`config.mk`:
```
export PLATFORM = sky130hd
export DESIGN_NAME = hsc_switch_ctrl
export DESIGN_NICKNAME = d
export VERILOG_FILES = /design/src/pkg/hsc_pkg.sv /design/src/core/hsc_pwm_gen.sv /design/src/core/hsc_switch_ctrl.sv
export SDC_FILE = /design/constraint.sdc
export NUM_CORES = 1
export LEC_CHECK = 0
export BUFFER_PORTS_ARGS = -buffer_cell sky130_fd_sc_hd__buf_2
export CAP_MARGIN = 20
export CORE_ASPECT_RATIO = 1.4
export CORE_MARGIN = 10
export CORE_UTILIZATION = 30
export DETAILED_ROUTE_END_ITERATION = 8
export GPL_TIMING_DRIVEN = 0
export PLACE_DENSITY_LB_ADDON = 0.08
export SYNTH_ARGS = -nofsm -noshare
export SYNTH_HDL_FRONTEND = slang
export SYNTH_SLANG_ARGS = --single-unit
```
`constraint.sdc`:
```
create_clock -name SYS_CLK_IN -period 7.5 [get_ports SYS_CLK_IN]
set_input_delay 0.75 -clock SYS_CLK_IN [delete_from_list [all_inputs] [get_ports SYS_CLK_IN]]
set_output_delay 0.75 -clock SYS_CLK_IN [all_outputs]
set_load 0.02 [all_outputs]
```
`src/pkg/hsc_pkg.sv`:
```
`default_nettype none
package hsc_pkg;
   localparam int         NUM_CH        = 4;
   localparam int         CLK_HZ        = 100_000_000;
   localparam int         OC_FILTER_US  = 16;
   localparam int         OL_FILTER_US  = 64;
   localparam int         OC_FILTER_CYC = (OC_FILTER_US * (CLK_HZ / 1_000_000));
   localparam int         OL_FILTER_CYC = (OL_FILTER_US * (CLK_HZ / 1_000_000));
   localparam int         PWM_FREQ_LO   = 200;
   localparam int         PWM_FREQ_HI   = 400;
   localparam int         PWM_STEPS     = 256;
   localparam int         TICK_LO_CYC   = CLK_HZ / (PWM_FREQ_LO * PWM_STEPS);
   localparam int         TICK_HI_CYC   = CLK_HZ / (PWM_FREQ_HI * PWM_STEPS);
   localparam logic [2:0] CFG_OFF       = 3'h0;
   localparam logic [2:0] CFG_ON        = 3'h1;
   localparam logic [2:0] CFG_TIMER1    = 3'h2;
   localparam logic [2:0] CFG_TIMER2    = 3'h3;
   localparam logic [2:0] CFG_PWM1      = 3'h4;
   localparam logic [2:0] CFG_PWM2      = 3'h5;
   localparam logic [7:0] DUTY_RESET    = 8'h00;

   typedef enum logic [2:0] {
      HSC_MODE_NORMAL   = 3'h0,
      HSC_MODE_STOP     = 3'h1,
      HSC_MODE_SLEEP    = 3'h3,
      HSC_MODE_RESTART  = 3'h2,
      HSC_MODE_FAILSAFE = 3'h6
   } hsc_mode_e;

   typedef enum logic [1:0] {
      HSC_SUP_OK      = 2'h0,
      HSC_SUP_FAULT   = 2'h1,
      HSC_SUP_LOCKOUT = 2'h3
   } hsc_sup_e;

   typedef struct packed {
      logic [NUM_CH-1:0] overcurrent;
      logic [NUM_CH-1:0] open_load;
      logic              overvoltage;
      logic              undervoltage;
   } hsc_status_s;

   typedef struct packed {
      logic overvoltage_shutdown_cfg;
      logic undervoltage_shutdown_cfg;
      logic supply_fault_recovery;
   } hsc_supcfg_s;
endpackage
`default_nettype wire

```
`src/core/hsc_pwm_gen.sv`:
```
`timescale 1ns/10ps
`default_nettype none
module hsc_pwm_gen (
   input  wire logic       clk_in,
   input  wire logic       rst_n_in,
   input  wire logic [7:0] duty_in,
   input  wire logic       fast_in,
   output logic            pwm_out
);
   logic [15:0] tick_cnt_reg;
   logic [7:0]  phase_reg;
   logic        pwm_reg;
   logic [15:0] tick_max;
   logic        tick;

   assign tick_max = fast_in ? 16'(hsc_pkg::TICK_HI_CYC - 1) : 16'(hsc_pkg::TICK_LO_CYC - 1);
   assign tick     = (tick_cnt_reg >= tick_max);
   assign pwm_out  = pwm_reg;

   always_ff @(posedge clk_in or negedge rst_n_in) begin
      if (!rst_n_in) begin
         tick_cnt_reg <= 16'h0000;
         phase_reg    <= 8'h00;
         pwm_reg      <= 1'b0;
      end else begin
         tick_cnt_reg <= tick ? 16'h0000 : tick_cnt_reg + 16'h0001;
         if (tick) begin
            phase_reg <= phase_reg + 8'h01;
         end
         pwm_reg <= (phase_reg < duty_in);
      end
   end
endmodule // hsc_pwm_gen
`default_nettype wire

```
`src/core/hsc_switch_ctrl.sv`:
```
`timescale 1ns/10ps
`default_nettype none
// How it works
// - outputs driven direct, timer, or PWM
// - stop/sleep freeze configuration, reject writes
// - restart/fail-safe disable every output
// - overvoltage switches outputs off unless disabled
// - undervoltage switches outputs off unless disabled
// - recovery restores state, else clears config
// - supply faults flag only their bits
// - overcurrent past filter switches output off
// - overcurrent latches flag, resets config 000
// - open load latches flag, output stays
// - open load flag cleared only by software
// - protections active in stop and sleep
// - configured outputs keep running in low power
// - two PWM generators, 8-bit duty each
// - per-generator 200 or 400 Hz select
// - any output takes any of five sources
// - PWM starts as soon as assigned
module hsc_switch_ctrl (
   input  wire logic        SYS_CLK_IN,
   input  wire logic        RSTN_IN,
   input  wire logic [2:0]  SYS_MODE_IN,
   input  wire logic        CFG_WR_IN,
   input  wire logic [5:0]  OUTPUT_CONTROL_A_IN,
   input  wire logic [5:0]  OUTPUT_CONTROL_B_IN,
   input  wire logic [7:0]  DUTY_SETTING_ONE_IN,
   input  wire logic [7:0]  DUTY_SETTING_TWO_IN,
   input  wire logic [1:0]  PULSE_FREQUENCY_SELECT_IN,
   input  wire logic [2:0]  SUPPLY_CFG_IN,
   input  wire logic [3:0]  OC_CLEAR_IN,
   input  wire logic [3:0]  OL_CLEAR_IN,
   input  wire logic [1:0]  TIMER_IN,
   input  wire logic        SWITCH_SUPPLY_OV_IN,
   input  wire logic        SWITCH_SUPPLY_UV_IN,
   input  wire logic [3:0]  OVERCURRENT_IN,
   input  wire logic [3:0]  UNDERCURRENT_IN,
   output logic      [3:0]  SWITCH_OUTPUT_OUT,
   output logic      [11:0] CONFIG_OUT,
   output logic      [9:0]  STATUS_OUT,
   output logic             CFG_REJECT_OUT
);
   localparam int N = hsc_pkg::NUM_CH;

   function automatic logic [2:0] ch_cfg(input logic [11:0] v, input int i);
      ch_cfg = v[i*3 +: 3];
   endfunction

   logic                  rst_meta_reg;
   logic                  rst_n;
   logic [2:0]            mode_meta_reg;
   logic [2:0]            mode_reg;
   logic [1:0]            ovuv_meta_reg;
   logic [1:0]            ovuv_reg;
   logic [N-1:0]          oc_meta_reg;
   logic [N-1:0]          oc_sync_reg;
   logic [N-1:0]          uc_meta_reg;
   logic [N-1:0]          uc_sync_reg;
   logic [1:0]            tmr_meta_reg;
   logic [1:0]            tmr_reg;

   logic [11:0]           cfg_reg;
   logic [11:0]           cfg_next;
   logic [7:0]            duty1_reg;
   logic [7:0]            duty2_reg;
   logic [1:0]            fsel_reg;
   hsc_pkg::hsc_supcfg_s  sup_cfg_reg;
   hsc_pkg::hsc_status_s  stat_reg;
   hsc_pkg::hsc_status_s  stat_next;
   hsc_pkg::hsc_sup_e     sup_reg;
   hsc_pkg::hsc_sup_e     sup_next;
   logic [N-1:0][10:0]    oc_cnt_reg;
   logic [N-1:0][12:0]    ol_cnt_reg;
   logic [N-1:0]          oc_trip;
   logic [N-1:0]          ol_trip;
   logic [N-1:0]          drive;
   logic [N-1:0]          out_reg;
   logic [1:0]            pwm;
   logic                  cfg_reject_reg;

   wire       mode_normal  = (mode_reg == hsc_pkg::HSC_MODE_NORMAL);
   wire       mode_off     = (mode_reg == hsc_pkg::HSC_MODE_RESTART) ||
                             (mode_reg == hsc_pkg::HSC_MODE_FAILSAFE);
   wire       cfg_accept   = CFG_WR_IN && mode_normal;
   wire       ov_kill      = ovuv_reg[1] && !sup_cfg_reg.overvoltage_shutdown_cfg;
   wire       uv_kill      = ovuv_reg[0] && !sup_cfg_reg.undervoltage_shutdown_cfg;
   wire       sup_fault    = ov_kill || uv_kill;
   wire       sup_block    = (sup_reg != hsc_pkg::HSC_SUP_OK);
   wire       sup_release  = (sup_reg == hsc_pkg::HSC_SUP_FAULT) && !sup_fault;

   hsc_pwm_gen u_pwm1 (
      .clk_in   (SYS_CLK_IN),
      .rst_n_in (rst_n),
      .duty_in  (duty1_reg),
      .fast_in  (fsel_reg[0]),
      .pwm_out  (pwm[0])
   );

   hsc_pwm_gen u_pwm2 (
      .clk_in   (SYS_CLK_IN),
      .rst_n_in (rst_n),
      .duty_in  (duty2_reg),
      .fast_in  (fsel_reg[1]),
      .pwm_out  (pwm[1])
   );

   always_ff @(posedge SYS_CLK_IN or negedge RSTN_IN) begin
      if (!RSTN_IN) begin
         rst_meta_reg <= 1'b0;
         rst_n        <= 1'b0;
      end else begin
         rst_meta_reg <= 1'b1;
         rst_n        <= rst_meta_reg;
      end
   end

   // two-stage sync of mode, supply, current and timer inputs
   always_ff @(posedge SYS_CLK_IN or negedge rst_n) begin
      if (!rst_n) begin
         mode_meta_reg <= 3'h0;
         mode_reg      <= 3'h0;
         ovuv_meta_reg <= 2'h0;
         ovuv_reg      <= 2'h0;
         oc_meta_reg   <= 4'h0;
         oc_sync_reg   <= 4'h0;
         uc_meta_reg   <= 4'h0;
         uc_sync_reg   <= 4'h0;
         tmr_meta_reg  <= 2'h0;
         tmr_reg       <= 2'h0;
      end else begin
         mode_meta_reg <= SYS_MODE_IN;
         mode_reg      <= mode_meta_reg;
         ovuv_meta_reg <= {SWITCH_SUPPLY_OV_IN, SWITCH_SUPPLY_UV_IN};
         ovuv_reg      <= ovuv_meta_reg;
         oc_meta_reg   <= OVERCURRENT_IN;
         oc_sync_reg   <= oc_meta_reg;
         uc_meta_reg   <= UNDERCURRENT_IN;
         uc_sync_reg   <= uc_meta_reg;
         tmr_meta_reg  <= TIMER_IN;
         tmr_reg       <= tmr_meta_reg;
      end
   end

   // filter counters: run while condition holds on an active output
   genvar g;
   generate
      for (g = 0; g < N; g++) begin : g_filt
         assign oc_trip[g] = (oc_cnt_reg[g] >= 11'(hsc_pkg::OC_FILTER_CYC));
         assign ol_trip[g] = (ol_cnt_reg[g] >= 13'(hsc_pkg::OL_FILTER_CYC));
         always_ff @(posedge SYS_CLK_IN or negedge rst_n) begin
            if (!rst_n) begin
               oc_cnt_reg[g] <= 11'h000;
               ol_cnt_reg[g] <= 13'h0000;
            end else begin
               oc_cnt_reg[g] <= (out_reg[g] && oc_sync_reg[g] && !oc_trip[g]) ?
                                oc_cnt_reg[g] + 11'h001 : 11'h000;
               ol_cnt_reg[g] <= (out_reg[g] && uc_sync_reg[g] && !ol_trip[g]) ?
                                ol_cnt_reg[g] + 13'h0001 : 13'h0000;
            end
         end
      end
   endgenerate

   // supply fault tracking
   always_comb begin
      sup_next = sup_reg;
      case (sup_reg)
         hsc_pkg::HSC_SUP_OK: begin
            if (sup_fault) begin
               sup_next = hsc_pkg::HSC_SUP_FAULT;
            end
         end
         hsc_pkg::HSC_SUP_FAULT: begin
            if (!sup_fault) begin
               sup_next = hsc_pkg::HSC_SUP_OK;
            end
         end
         default: begin
            sup_next = hsc_pkg::HSC_SUP_OK;
         end
      endcase
   end

   // configuration next value
   always_comb begin
      cfg_next = cfg_reg;
      if (cfg_accept) begin
         cfg_next = {OUTPUT_CONTROL_B_IN, OUTPUT_CONTROL_A_IN};
      end
      if (sup_release && !sup_cfg_reg.supply_fault_recovery) begin
         cfg_next = 12'h000;
      end
      for (int i = 0; i < N; i++) begin
         if (oc_trip[i]) begin
            cfg_next[i*3 +: 3] = hsc_pkg::CFG_OFF;
         end
      end
   end

   // latched oc/ol flags: hardware set wins over software clear; supply flags follow their inputs
   always_comb begin
      stat_next              = stat_reg;
      stat_next.overcurrent  = (stat_reg.overcurrent & ~OC_CLEAR_IN) | oc_trip;
      stat_next.open_load    = (stat_reg.open_load & ~OL_CLEAR_IN) | ol_trip;
      stat_next.overvoltage  = ovuv_reg[1];
      stat_next.undervoltage = ovuv_reg[0];
   end

   // source selection per output
   always_comb begin
      for (int i = 0; i < N; i++) begin
         case (ch_cfg(cfg_reg, i))
            hsc_pkg::CFG_ON:     drive[i] = 1'b1;
            hsc_pkg::CFG_TIMER1: drive[i] = tmr_reg[0];
            hsc_pkg::CFG_TIMER2: drive[i] = tmr_reg[1];
            hsc_pkg::CFG_PWM1:   drive[i] = pwm[0];
            hsc_pkg::CFG_PWM2:   drive[i] = pwm[1];
            default:             drive[i] = 1'b0;
         endcase
      end
   end

   always_ff @(posedge SYS_CLK_IN or negedge rst_n) begin
      if (!rst_n) begin
         cfg_reg        <= 12'h000;
         duty1_reg      <= hsc_pkg::DUTY_RESET;
         duty2_reg      <= hsc_pkg::DUTY_RESET;
         fsel_reg       <= 2'h0;
         sup_cfg_reg    <= '0;
         stat_reg       <= '0;
         sup_reg        <= hsc_pkg::HSC_SUP_OK;
         out_reg        <= 4'h0;
         cfg_reject_reg <= 1'b0;
      end else begin
         cfg_reg        <= cfg_next;
         stat_reg       <= stat_next;
         sup_reg        <= sup_next;
         cfg_reject_reg <= CFG_WR_IN && !mode_normal;
         if (cfg_accept) begin
            duty1_reg   <= DUTY_SETTING_ONE_IN;
            duty2_reg   <= DUTY_SETTING_TWO_IN;
            fsel_reg    <= PULSE_FREQUENCY_SELECT_IN;
            sup_cfg_reg <= SUPPLY_CFG_IN;
         end
         // low-power modes keep running from frozen config
         out_reg <= (mode_off || sup_fault || sup_block) ? 4'h0 : (drive & ~oc_trip);
      end
   end

   assign SWITCH_OUTPUT_OUT = out_reg;
   assign CONFIG_OUT        = cfg_reg;
   assign STATUS_OUT        = stat_reg;
   assign CFG_REJECT_OUT    = cfg_reject_reg;
endmodule // hsc_switch_ctrl
`default_nettype wire

```
Yosys cells after proc, flatten, opt, wreduce, memory -nomap -nowiden

Cells that the tools add are included.

Magnitude comparators: 12
Equal/unequal tests: 25
Add/subtract/negate cells: 12
Mux-type cells: 26
Reductions and logical operators: 47
Bitwise operators: 8

Operators with widths:

| operator                                                        | count |
|---|---|
| 11-bit two-way mux                                              | 6 |
| 13-bit by 1-bit adder with 13-bit output, second input constant | 4 |
| 13-bit greater-or-equal comparator, second input constant       | 4 |
| 13-bit two-way mux                                              | 4 |
| 11-bit by 1-bit adder with 11-bit output, second input constant | 4 |
| 11-bit greater-or-equal comparator, second input constant       | 4 |
| 16-bit by 1-bit adder with 16-bit output, second input constant | 2 |
| 16-bit greater-or-equal comparator                              | 2 |
| 16-bit two-way mux                                              | 2 |
| 3-bit by 2-bit == test with 1-bit output, second input constant | 9 |
| 3-bit == test, second input constant                            | 9 |
| 12-bit two-way mux                                              | 2 |
| 1-bit logical AND                                               | 22 |
| 1-bit case mux with 5 select lines                              | 4 |
| 8-bit by 1-bit adder with 8-bit output, second input constant   | 2 |
| 8-bit < comparator                                              | 2 |
| 1-bit logical NOT                                               | 13 |
| 4-bit AND                                                       | 3 |
| 3-bit by 1-bit == test with 1-bit output, second input constant | 4 |
| 3-bit two-way mux                                               | 4 |
| 4-bit NOT                                                       | 3 |
| 3-bit nonzero test                                              | 4 |
| 4-bit OR                                                        | 2 |
| 1-bit logical OR                                                | 4 |
| 9 further kinds                                                 | 11 |

Bits of input ports: 59
Register bits after elaboration: 228
Logic and storage cells: 173

Logic depth before layout (Yosys ltp)

Gate-level depths: netlist of the first run.

Word-level depth: 8
Mapped depth: 9
Gate-level depth less buffers: 8

Cells and area by module

From an unflattened synthesis of the first run, not the netlist that was laid out.

Cells, all modules: 992
Area total of the unflattened synthesis: 10271.1 um^2

Modules (own cells, without submodules):

| module          | times used | cells an instance | area each (um^2) |
|---|---|---|---|
| hsc_switch_ctrl | 1          | 730               | 7586.0 |
| hsc_pwm_gen     | 2          | 131               | 1342.5 |

Worst setup path after synthesis of the first run

OpenSTA, ideal clock, no wires.

Path type: register -> register
From: register fsel_reg[0]
To: register u_pwm1.phase_reg[1]
Data required time: 7.375 ns
Data arrival time: 1.777 ns
Slack: 5.598 ns
Path buffers: 0
Library setup time: 0.125 ns
Stages on the path, launching flop included: 8
Cell sequence: dfrtp_1 inv_1 ha_1 or4_1 a21oi_1 a2111o_1 nand2_2 mux2_2

Cells in the longest elaborated chain, start to end: 2

RTL lines:

| what                               | line                   | text |
|---|---|---|
| from (decl)                        | hsc_switch_ctrl.sv:67  | `logic [1:0] fsel_reg;` |
| from (signal assigned)             | hsc_switch_ctrl.sv:229 | `fsel_reg <= 2'h0;` |
| from (signal assigned)             | hsc_switch_ctrl.sv:243 | `fsel_reg <= PULSE_FREQUENCY_SELECT_IN;` |
| 11-bit two-way mux                 | hsc_pwm_gen.sv:16      | `assign tick_max = fast_in ? 16'(hsc_pkg::TICK_HI_CYC - 1) : 16'(hsc_pkg::TICK_LO_CYC - 1);` |
| 16-bit greater-or-equal comparator | hsc_pwm_gen.sv:17      | `assign tick = (tick_cnt_reg >= tick_max);` |
| to (signal assigned)               | hsc_pwm_gen.sv:28      | `phase_reg <= phase_reg + 8'h01;` |
| to (decl)                          | hsc_pwm_gen.sv:11      | `logic [7:0] phase_reg;` |

No other way between the ends.
A chain may end at the register's enable or synchronous reset.

Worst setup path in the final report of the first run

From: register mode_reg[1]
To: register duty2_reg[6]

Cells in the longest elaborated chain, start to end: 2

RTL lines:

| what                   | line                   | text |
|---|---|---|
| from (decl)            | hsc_switch_ctrl.sv:53  | `logic [2:0] mode_reg;` |
| from (signal assigned) | hsc_switch_ctrl.sv:133 | `mode_reg <= mode_meta_reg;` |
| 3-bit logical NOT      | hsc_switch_ctrl.sv:82  | `wire mode_normal = (mode_reg == hsc_pkg::HSC_MODE_NORMAL);` |
| 1-bit logical AND      | hsc_switch_ctrl.sv:85  | `wire cfg_accept = CFG_WR_IN && mode_normal;` |
| to (signal assigned)   | hsc_switch_ctrl.sv:228 | `duty2_reg <= hsc_pkg::DUTY_RESET;` |
| to (decl)              | hsc_switch_ctrl.sv:66  | `logic [7:0] duty2_reg;` |

No other way between the ends.

==> results of run 1 <==
critical path: cells and delay by family, from the launching register on:
family | cells | cell delay, ns
buffers and inverters | 2 | 0.87
AO/OA/AOI/OAI | 1 | 0.10
AND/OR/NAND/NOR | 3 | 0.89
flip-flops | 1 | 0.41
cells in the final DEF (no fill, tap or decap), drive strengths merged, types with 8 or more instances in the layout:
cell / netlist / layout
a21oi: 28 / 28
and3: 20 / 20
buf: 3 / 94
clkbuf: 15 / 54
conb: 2 / 9
dfrtp: 227 / 227
ha: 49 / 49
inv: 57 / 58
nand2: 90 / 90
nand3: 70 / 70
nand4: 18 / 18
nor2: 135 / 135
o21ai: 42 / 42
o311ai: 8 / 8
xnor2: 35 / 35
xor2: 67 / 67
logic make-up (layout without fill, tap and decap cells):
logic type | Yosys count | in the layout
simple gates | 368 | 368
xor+xnor | 102 | 102
flops | 227 | 227
mux | 2 | 2
buf+inv | 75 | 216
compound gates | 102 | 102
fa+ha+maj | 49 | 49
other cells | 2 | 9
worst paths after layout:
kind,cells after the start,start,slack [ns],end
setup / recovery,6,mode_reg[1],5.14,duty2_reg[6]
hold / removal,0,rst_n,0.19,duty2_reg[3]
setup reg to reg,6,mode_reg[1],5.14,duty2_reg[6]
hold reg to reg,0,rst_n,0.19,duty2_reg[3]
max in group asynchronous,3,rst_n,6.14,ol_cnt_reg[5]
min in group SYS_CLK_IN,1,OVERCURRENT_IN[0],0.32,oc_meta_reg[0]
metrics by stage:
step           hold WS (ns)  util, %  TNS [ns]  total power, mW
2_1_floorplan         0.331        -         0             1.71
3_3_place_gp          0.333     33.5   -576.09             1.85
3_5_place_dp          0.202     33.8         0             1.86
4_1_cts               0.207     36.8         0             3.31
5_1_grt               0.220     36.8         0             3.43
6_report              0.190     36.8         0             3.23
routing by layer:
| metal | routed length [µm] | share of wire [%] | GRT usage, % |
|---|---|---|---|
| met1 | 10200 | 46 | 14.5 |
| met2 | 10800 | 48 | 18.8 |
| met3 | 929 | 4.1 | 2.17 |
| met4 | 504 | 2.2 | 3.86 |
| met5 | 0 | 0 | 0 |
cell type report:
type / count / share of cell area [%]
well taps: 440 / 4.63
clock inverters: 10 / 1.56
multi-input cells: 632 / 32.4
repair buffers: 93 / 4.71
clock buffers: 38 / 6.45
flip-flops and latches: 227 / 47.8
inverters: 57 / 1.80
plain buffers: 18 / 0.704
report_power, final:
part           internal (mW)  total, mW  leakage, nW  switching (mW)
combinational          0.176      0.393         1.88           0.217
sequential              1.33       1.44         2.99           0.110
clock                  0.882       1.40        0.468           0.521
total                   2.39       3.23         5.34           0.848
what timing repair did:
item	4_1_cts	5_1_grt
endpoints found under the hold margin	2	0
resized for setup	0	0
hold buffers	1	0
==> results.sh, run 1 <==
export IMPL_fin_crit_ns=2.36
export IMPL_fin_cells=1515
export IMPL_grt_pass1_vias=7025
export IMPL_coreArea_mm2=0.0323
export IMPL_nets=1163
export IMPL_grt_overflow_total=0
export IMPL_vias=6721
export IMPL_via_per_inst=4.44
export IMPL_dpl_worst_slack_ns=5.04
export IMPL_start_util_pct=30.4
export IMPL_cts_sinks=227
export IMPL_power_density_mw_per_mm2=272
export IMPL_synthAdderAreaFrac_pct=6.25
export IMPL_rows=78
export IMPL_drtIter0Drc=378
export IMPL_wl_um=22500
export IMPL_die_area_mm2=0.0404
export IMPL_synth_area_mm2=0.00981
export IMPL_die_width_um=173
export IMPL_post_route_period_util_pct=31.4
export IMPL_fill_cells=3284
export IMPL_tightest_slew_ns=0.767
export IMPL_dpl_instance_area_mm2=0.0109
export IMPL_antenna_left=0
export IMPL_hold_path_class="register to asynchronous set/reset pin"
export IMPL_crit_fanout=10
export IMPL_gp_congestion=0.722
export IMPL_cellLeakagePower_nw=5.34
export IMPL_drv_slew=0
export IMPL_post_cts_buffers=0
export IMPL_antenna_found_initial=0
export IMPL_synth_ff_type="dfrtp_1"
export IMPL_die_h_um=234
export IMPL_crit_chain="nor3_1, and2_1, clkbuf_1, clkbuf_1, nand2_1, o21ai_0"
export IMPL_regArea_mm2=0.00568
export IMPL_ios=86
export IMPL_synth_seq_cells=227
export IMPL_dp_hpwl_um=15900
export IMPL_rsz0062_at_grt="no"
export IMPL_yosys_top_cells_area="dfrtp_1 58%, ha_1 6.3%, xor2_1 6.0%"
export IMPL_synth_largest_area_cell="dfrtp_1"
export IMPL_largest_reg_flops=52
export IMPL_synth_edf_count=0
export IMPL_multi_input_area_mm2=0.00385
export IMPL_yosys_area_share_simple_pct=17.2
export IMPL_track_usage_pct=11.3
export IMPL_cp_required_ns=7.95
export IMPL_crit_path_max_incr_delay_ns=0.53
export IMPL_htree_levels=1
export IMPL_wl_per_cell_um=14.8
export IMPL_synthCells=927
export IMPL_clk_path_buf_depth=3
export IMPL_layout_drive_gt1_share_pct=13.2
export IMPL_relSlewSlack_pct=48.2
export IMPL_synth_top_area_share_pct=57.9
export IMPL_synth_xor_xnor_area_share_pct=9.11
export IMPL_place_inst=1465
export IMPL_muxShareOfSynthArea_pct=0.230
export IMPL_post_synth_top_count_cell="dfrtp_1"
export IMPL_grt_max_degree=56
export IMPL_diodes=0
export IMPL_crit_arrival_ns=2.81
export IMPL_end_kind="register"
export IMPL_synth_top_family_by_area="simple AND/OR/NAND/NOR gates"
export IMPL_avgSynthCellArea_um2=10.6
export IMPL_crit_type="register to register"
export IMPL_clk_pin_slew_ns=0.06
export IMPL_grt_pass1_wl_um=37700
export IMPL_clk_latency_ns=0.53
export IMPL_io_buffer_count=85
export IMPL_status="finished clean"
export IMPL_synthArstFlopShare_pct=100
export IMPL_finalSetupViolCount=0
export IMPL_max_freq_mhz=424
export IMPL_cp_common_cell="clkbuf_1"
export IMPL_drv_cap=0
export IMPL_ys_top_cells_by_count="227 x dfrtp_1, 135 x nor2_1, 89 x nand2_1, 70 x nand3_1, 67 x xor2_1"
export IMPL_synth_yosys_seq_area_share_pct=57.9
export IMPL_cp_start_kind="register"
export IMPL_stdcell_area_mm2=0.0119
export IMPL_setup_ws_ns=5.14
export IMPL_vdd_drop_max_uv=174
export IMPL_cts_root_buf="clkbuf_16"
export IMPL_firstDrtPassIters=4
export IMPL_finalHoldViolCount=0
export IMPL_synthToLayoutAreaGrowth_pct=21.3
export IMPL_crit_slowest_cell="nor3_1"
export IMPL_cts_tree="built"
export IMPL_synth_cell_type_count=39
export IMPL_drc=0
export IMPL_synth_compound_area_share_pct=6.18
export IMPL_fin_worst_skew_ns=0.00900
export IMPL_yosysWarnings=0
export IMPL_numCtsBuffers=26
Note: power is estimated with default switching activity, not from simulation.
==> run 2: changes to the inputs <==
--- a/config.mk
+++ b/config.mk
@@ -5,6 +5,7 @@
 export SDC_FILE = /design/constraint.sdc
 export NUM_CORES = 1
 export LEC_CHECK = 0
+export ABC_AREA = 1
 export BUFFER_PORTS_ARGS = -buffer_cell sky130_fd_sc_hd__buf_2
 export CAP_MARGIN = 20
 export CORE_ASPECT_RATIO = 1.4
==> constraint.sdc (replaced) <==
create_clock -name SYS_CLK_IN -period 2.32 [get_ports SYS_CLK_IN]
set_input_delay 0.232 -clock SYS_CLK_IN [delete_from_list [all_inputs] [get_ports SYS_CLK_IN]]
set_output_delay 0.232 -clock SYS_CLK_IN [all_outputs]
set_load 0.02 [all_outputs]
==> results.sh, run 2 <==
export IMPL_stdcell_area_mm2=0.0131
export IMPL_coreArea_mm2=0.0348
export IMPL_cts_sinks=227
export IMPL_cp_depth=5
export IMPL_rsz0062_at_grt="no"
export IMPL_wl_per_cell_um=13.7
export IMPL_dpl_worst_slack_ns=0.138
export IMPL_final_cell_mix="226 x dfrtp_1, 218 x nand2_1, 189 x inv_1"
export IMPL_htree_levels=1
export IMPL_dpl_instance_area_mm2=0.0116
export IMPL_clk_pin_slew_ns=0.06
export IMPL_drc=0
export IMPL_die_width_um=178
export IMPL_crit_path_max_incr_delay_ns=0.41
export IMPL_regToRegSetupSlack_ns=0.35
export IMPL_antenna_found_initial=0
export IMPL_hold_path_class="primary input to register"
export IMPL_tightest_slew_ns=0.674
export IMPL_relSlewSlack_pct=55.0
export IMPL_crit_chain="nor2_1, nand3_2, inv_2, clkbuf_1, o21ai_0"
export IMPL_synth_seq_cells=227
export IMPL_rows=81
export IMPL_end_kind="register"
export IMPL_gp_congestion=0.761
export IMPL_cts_tree="built"
export IMPL_synth_edf_count=0
export IMPL_track_usage_pct=12.0
export IMPL_antenna_left=0
export IMPL_synth_top_area_share_pct=54.1
export IMPL_multi_input_area_mm2=0.00403
export IMPL_fin_worst_skew_ns=0.0178
export IMPL_grt_pass1_wl_um=42400
export IMPL_numCtsBuffers=27
export IMPL_crit_fanout=10
export IMPL_firstDrtPassIters=4
export IMPL_drtIter0Drc=351
export IMPL_max_freq_mhz=507
export IMPL_io_buffer_count=85
export IMPL_avgSynthCellArea_um2=8.83
export IMPL_finalSetupViolCount=0
export IMPL_regArea_mm2=0.00568
export IMPL_cts_root_buf="clkbuf_16"
export IMPL_fin_crit_ns=1.97
export IMPL_synth_cell_type_count=39
export IMPL_crit_arrival_ns=2.37
export IMPL_finalPower_mw=10.5
export IMPL_synthArstFlopShare_pct=100
export IMPL_worstHoldPathCells=2
export IMPL_synth_area_mm2=0.0105
export IMPL_ff2ff_path_depth=5
export IMPL_crit_type="register to register"
export IMPL_wl_um=25200
export IMPL_cp_start_kind="register"
export IMPL_cellLeakagePower_nw=6.22
export IMPL_post_route_period_util_pct=84.9
export IMPL_fill_cells=3527
export IMPL_finalSetupTns_ns=0
export IMPL_clk_latency_ns=0.55
export IMPL_cp_top_family="buffers and inverters"
export IMPL_final_common_cell="dfrtp_1"
export IMPL_synth_largest_area_cell="dfrtp_1"
export IMPL_setup_ws_ns=0.350
export IMPL_drv_cap=0
export IMPL_grt_max_degree=67
export IMPL_crit_slowest_cell="clkbuf_1"
export IMPL_clk_path_buf_depth=3
export IMPL_synthCells=1188
export IMPL_diodes=0
export IMPL_post_synth_top_count_cell="dfrtp_1"
export IMPL_grt_overflow_total=0
export IMPL_cp_required_ns=2.72
export IMPL_nets=1479
export IMPL_ctsResizeCount=0
export IMPL_largest_reg_flops=52
export IMPL_die_h_um=241
export IMPL_via_per_inst=4.35
export IMPL_layout_drive_gt1_share_pct=12.1
export IMPL_yosysWarnings=0
export IMPL_start_util_pct=30.2
export IMPL_grt_pass1_vias=8322
export IMPL_vdd_drop_max_uv=445
export IMPL_synth_ff_type="dfrtp_1"
export IMPL_synthToLayoutAreaGrowth_pct=25.0
export IMPL_hold_slack_ns=0.322
export IMPL_drv_slew=0
export IMPL_ios=86
export IMPL_holdBufCountCts=59
export IMPL_power_density_mw_per_mm2=801
export IMPL_vias=8041
export IMPL_finalHoldViolCount=0
export IMPL_post_cts_buffers=0
export IMPL_dp_hpwl_um=17900
export IMPL_synth_yosys_seq_area_share_pct=54.1
export IMPL_status="finished clean"
export IMPL_yosys_top_cells_area="dfrtp_1 54%, nand2_1 7.8%, inv_1 6.8%"
export IMPL_cp_num_buf_inv=2
export IMPL_ys_top_cells_by_count="227 x dfrtp_1, 218 x nand2_1, 189 x inv_1, 136 x nor2_1, 95 x nand3_1"
export IMPL_die_area_mm2=0.0430
==> run 2: changes by cell type after synthesis, sizes merged, moves of 24 or more <==
cell	previous run	this run
inv	57	191
nand2	90	222
xor2	67	23
nor3	3	41
a21oi	28	63
nand3	70	97
xnor2	35	11
==> run 2: per-layer routing <==
metal  routed length, µm  global-route usage, %  vias to the layer above
met5                   0                      0                        -
met4                 416                   3.19                        0
met3                1100                   2.09                       27
met2               12700                   21.2                      117
met1               11100                   14.7                     3755
li1                    -                      -                     4142
==> run 2: power breakdown <==
| group | switching [mW] | internal (mW) | total, mW | leakage (nW) |
|---|---|---|---|---|
| Sequential | 0.334 | 4.28 | 4.62 | 2.99 |
| Combinational | 0.841 | 0.614 | 1.46 | 2.79 |
| Clock | 1.75 | 2.69 | 4.44 | 0.442 |
| Total | 2.93 | 7.58 | 10.5 | 6.22 |
==> run 2: metrics by stage <==
step	util, %	instances
final	37.7	1847
after CTS	37.7	1847
after global placement	33.1	1736
after floorplan	-	1195
after global routing	37.7	1847
after detailed placement	33.4	1739
==> run 2: layout make-up <==
class,instances,area share [%]
timing repair buffer,147,8.37
sequential,227,43.3
clock buffer,35,5.61
inverter,191,5.46
buffer,15,0.725
multi-input combinational,762,30.7
clock inverter,14,1.46
tap,456,4.35
==> run 2: logic make-up after synthesis <==
kind of cell | share of synthesized area, %
AND/OR/NAND/NOR | 22.9
buffers and inverters | 7.74
XOR/XNOR | 2.84
other | 0.0716
AO/OA/AOI/OAI | 6.50
flip-flops | 54.1
adder cells (fa/ha/maj) | 5.84
==> run 2: final timing paths <==
kind / start / to
min reg2reg: ovuv_meta_reg[0] / ovuv_reg[0]
max: mode_reg[0] / duty2_reg[2]
min: TIMER_IN[0] / tmr_meta_reg[0]
max reg2reg: mode_reg[0] / duty2_reg[2]
min in group asynchronous: rst_n / duty2_reg[4]
max in group asynchronous: rst_n / ol_cnt_reg[43]
==> run 3: changes to the inputs <==
==> constraint.sdc (replaced) <==
create_clock -name SYS_CLK_IN -period 1.95 [get_ports SYS_CLK_IN]
set_input_delay 0.195 -clock SYS_CLK_IN [delete_from_list [all_inputs] [get_ports SYS_CLK_IN]]
set_output_delay 0.195 -clock SYS_CLK_IN [all_outputs]
set_load 0.02 [all_outputs]
==> results.sh, run 3 (synthesis results as in run 2) <==
export IMPL_status="finished clean"
export IMPL_track_usage_pct=12.0
export IMPL_comb_power_share_pct=13.9
export IMPL_largest_reg_flops=52
export IMPL_clk_path_buf_depth=3
export IMPL_crit_arrival_ns=2.21
export IMPL_die_width_um=178
export IMPL_max_freq_mhz=562
export IMPL_reg2reg_to="u_pwm2.phase_reg[6]"
export IMPL_dpl_instance_area_mm2=0.0116
export IMPL_regToRegSetupSlack_ns=0.17
export IMPL_drv_cap=0
export IMPL_cts_root_buf="clkbuf_16"
export IMPL_via_per_inst=4.35
export IMPL_grt_pass1_wl_um=42400
export IMPL_layout_drive_gt1_share_pct=12.7
export IMPL_numCtsBuffers=27
export IMPL_htree_levels=1
export IMPL_firstDrtPassIters=4
export IMPL_clk_pin_slew_ns=0.06
export IMPL_vdd_drop_max_uv=530
export IMPL_crit_type="register to register"
export IMPL_grt_max_degree=67
export IMPL_place_inst=1739
export IMPL_cp_required_ns=2.38
export IMPL_power_share_switching_pct=27.9
export IMPL_ff2ff_path_depth=13
export IMPL_power_share_clock_pct=42.2
export IMPL_grt_pass1_vias=8323
export IMPL_cellLeakagePower_nw=6.24
export IMPL_final_common_cell="dfrtp_1"
export IMPL_finalSetupViolCount=0
export IMPL_diodes=0
export IMPL_stdcell_area_mm2=0.0132
export IMPL_hold_path_class="primary input to register"
export IMPL_hold_path_startpoint="TIMER_IN[0]"
export IMPL_die_area_mm2=0.0430
export IMPL_die_h_um=241
export IMPL_start_util_pct=30.2
export IMPL_wl_per_cell_um=13.7
export IMPL_wl_um=25300
export IMPL_worstHoldPathCells=2
export IMPL_drv_slew=0
export IMPL_p_seq_share_pct=43.9
export IMPL_relSlewSlack_pct=54.8
export IMPL_r2r_start="fsel_reg[1]"
export IMPL_p_int_mw=9.03
export IMPL_cts_sinks=227
export IMPL_rows=81
export IMPL_whs_endpoint="tmr_meta_reg[0]"
export IMPL_nets=1481
export IMPL_post_route_period_util_pct=91.3
export IMPL_fin_cells=1849
export IMPL_dpl_worst_slack_ns=-0.232
export IMPL_io_buffer_count=85
export IMPL_cp_start_kind="register"
export IMPL_ios=86
export IMPL_end_kind="register"
export IMPL_crit_fanout=10
export IMPL_fin_crit_ns=1.78
export IMPL_cts_tree="built"
export IMPL_vias=8049
export IMPL_p_sw_mw=3.49
export IMPL_fin_worst_skew_ns=0.0176
export IMPL_antenna_found_initial=0
export IMPL_synthToLayoutAreaGrowth_pct=25.4
export IMPL_clk_latency_ns=0.55
export IMPL_antenna_left=0
export IMPL_setup_ws_ns=0.170
export IMPL_rsz0062_at_grt="no"
export IMPL_gp_congestion=0.761
export IMPL_final_cell_mix="224 x dfrtp_1, 218 x nand2_1, 187 x inv_1"
export IMPL_power_density_mw_per_mm2=951
export IMPL_dp_hpwl_um=17900
export IMPL_tightest_slew_ns=0.678
export IMPL_drc=0
export IMPL_finalSetupTns_ns=0
export IMPL_drtIter0Drc=372
export IMPL_coreArea_mm2=0.0348
export IMPL_finalHoldViolCount=0
export IMPL_grt_overflow_total=0
[run 3: timing repair]
action / 4_1_cts / 5_1_grt
setup buffers: 0 / 2
resized for setup: 5 / 6
endpoints found under the setup margin: 28 / 23
gates cloned: 0 / 0
pin swaps: 0 / 0
hold buffers: 59 / 0
endpoints found under the hold margin: 59 / 0
[run 3: per-stage QoR]
stage	utilization (%)	power, mW	hold WS [ns]
final	37.9	12.5	0.286
after global routing	37.9	13.3	0.268
after CTS	37.8	12.8	0.251
after detailed placement	33.4	7.27	-0.0132
after global placement	33.1	7.23	-0.0141
after floorplan	-	6.64	-0.101
[run 3: final cells by class]
class / count / area (µm²)
Fill cell: 3525 / 21600
Sequential cell: 227 / 5690
Multi-Input combinational cell: 762 / 4040
Timing Repair Buffer: 149 / 1110
Clock buffer: 35 / 736
Inverter: 191 / 722
Tap cell: 456 / 571
Clock inverter: 14 / 191
Buffer: 15 / 98.8
[run 3: power by group through the flow]
stage | combinational (mW) | clock, mW | sequential, mW
final | 1.74 | 5.28 | 5.50
after global placement | 1.57 | 0 | 5.66
after CTS | 1.78 | 5.50 | 5.51
after floorplan | 1.05 | 0 | 5.60
after global routing | 2.05 | 5.70 | 5.57
after detailed placement | 1.68 | 0 | 5.59
[run 3: worst max path at each step]
stage                           start                   to  slack, ns  cells after the start
after floorplan                 rst_n       CFG_REJECT_OUT      -0.35                      0
after global placement          rst_n       ol_cnt_reg[45]      -1.46                      0
final                     fsel_reg[1]  u_pwm2.phase_reg[6]       0.17                     13
after CTS                 fsel_reg[0]  u_pwm1.phase_reg[5]       0.03                     13
after detailed placement  mode_reg[0]         duty1_reg[7]      -0.23                      5
after global routing      fsel_reg[1]  u_pwm2.phase_reg[6]       0.02                     13
[run 3: routing by layer]
metal / up-vias / global-route usage (%) / share of wire [%]
met5: - / 0 / 0
met4: 0 / 3.19 / 1.6
met3: 27 / 2.09 / 4.3
met2: 115 / 21.2 / 50
met1: 3764 / 14.7 / 44
li1: 4143 / - / -
[run 3: critical path, stage by stage (launching register included)]
cell and delay, ns:
dfrtp_2 0.46, inv_4 0.10, ha_1 0.24, nand2_1 0.06
inv_1 0.03, nand2_1 0.05, nand2_1 0.05, nor2_1 0.09
nand2_1 0.06, nand2_1 0.13, nand2_4 0.11, buf_6 0.19
nand2_1 0.06, nand2_1 0.04
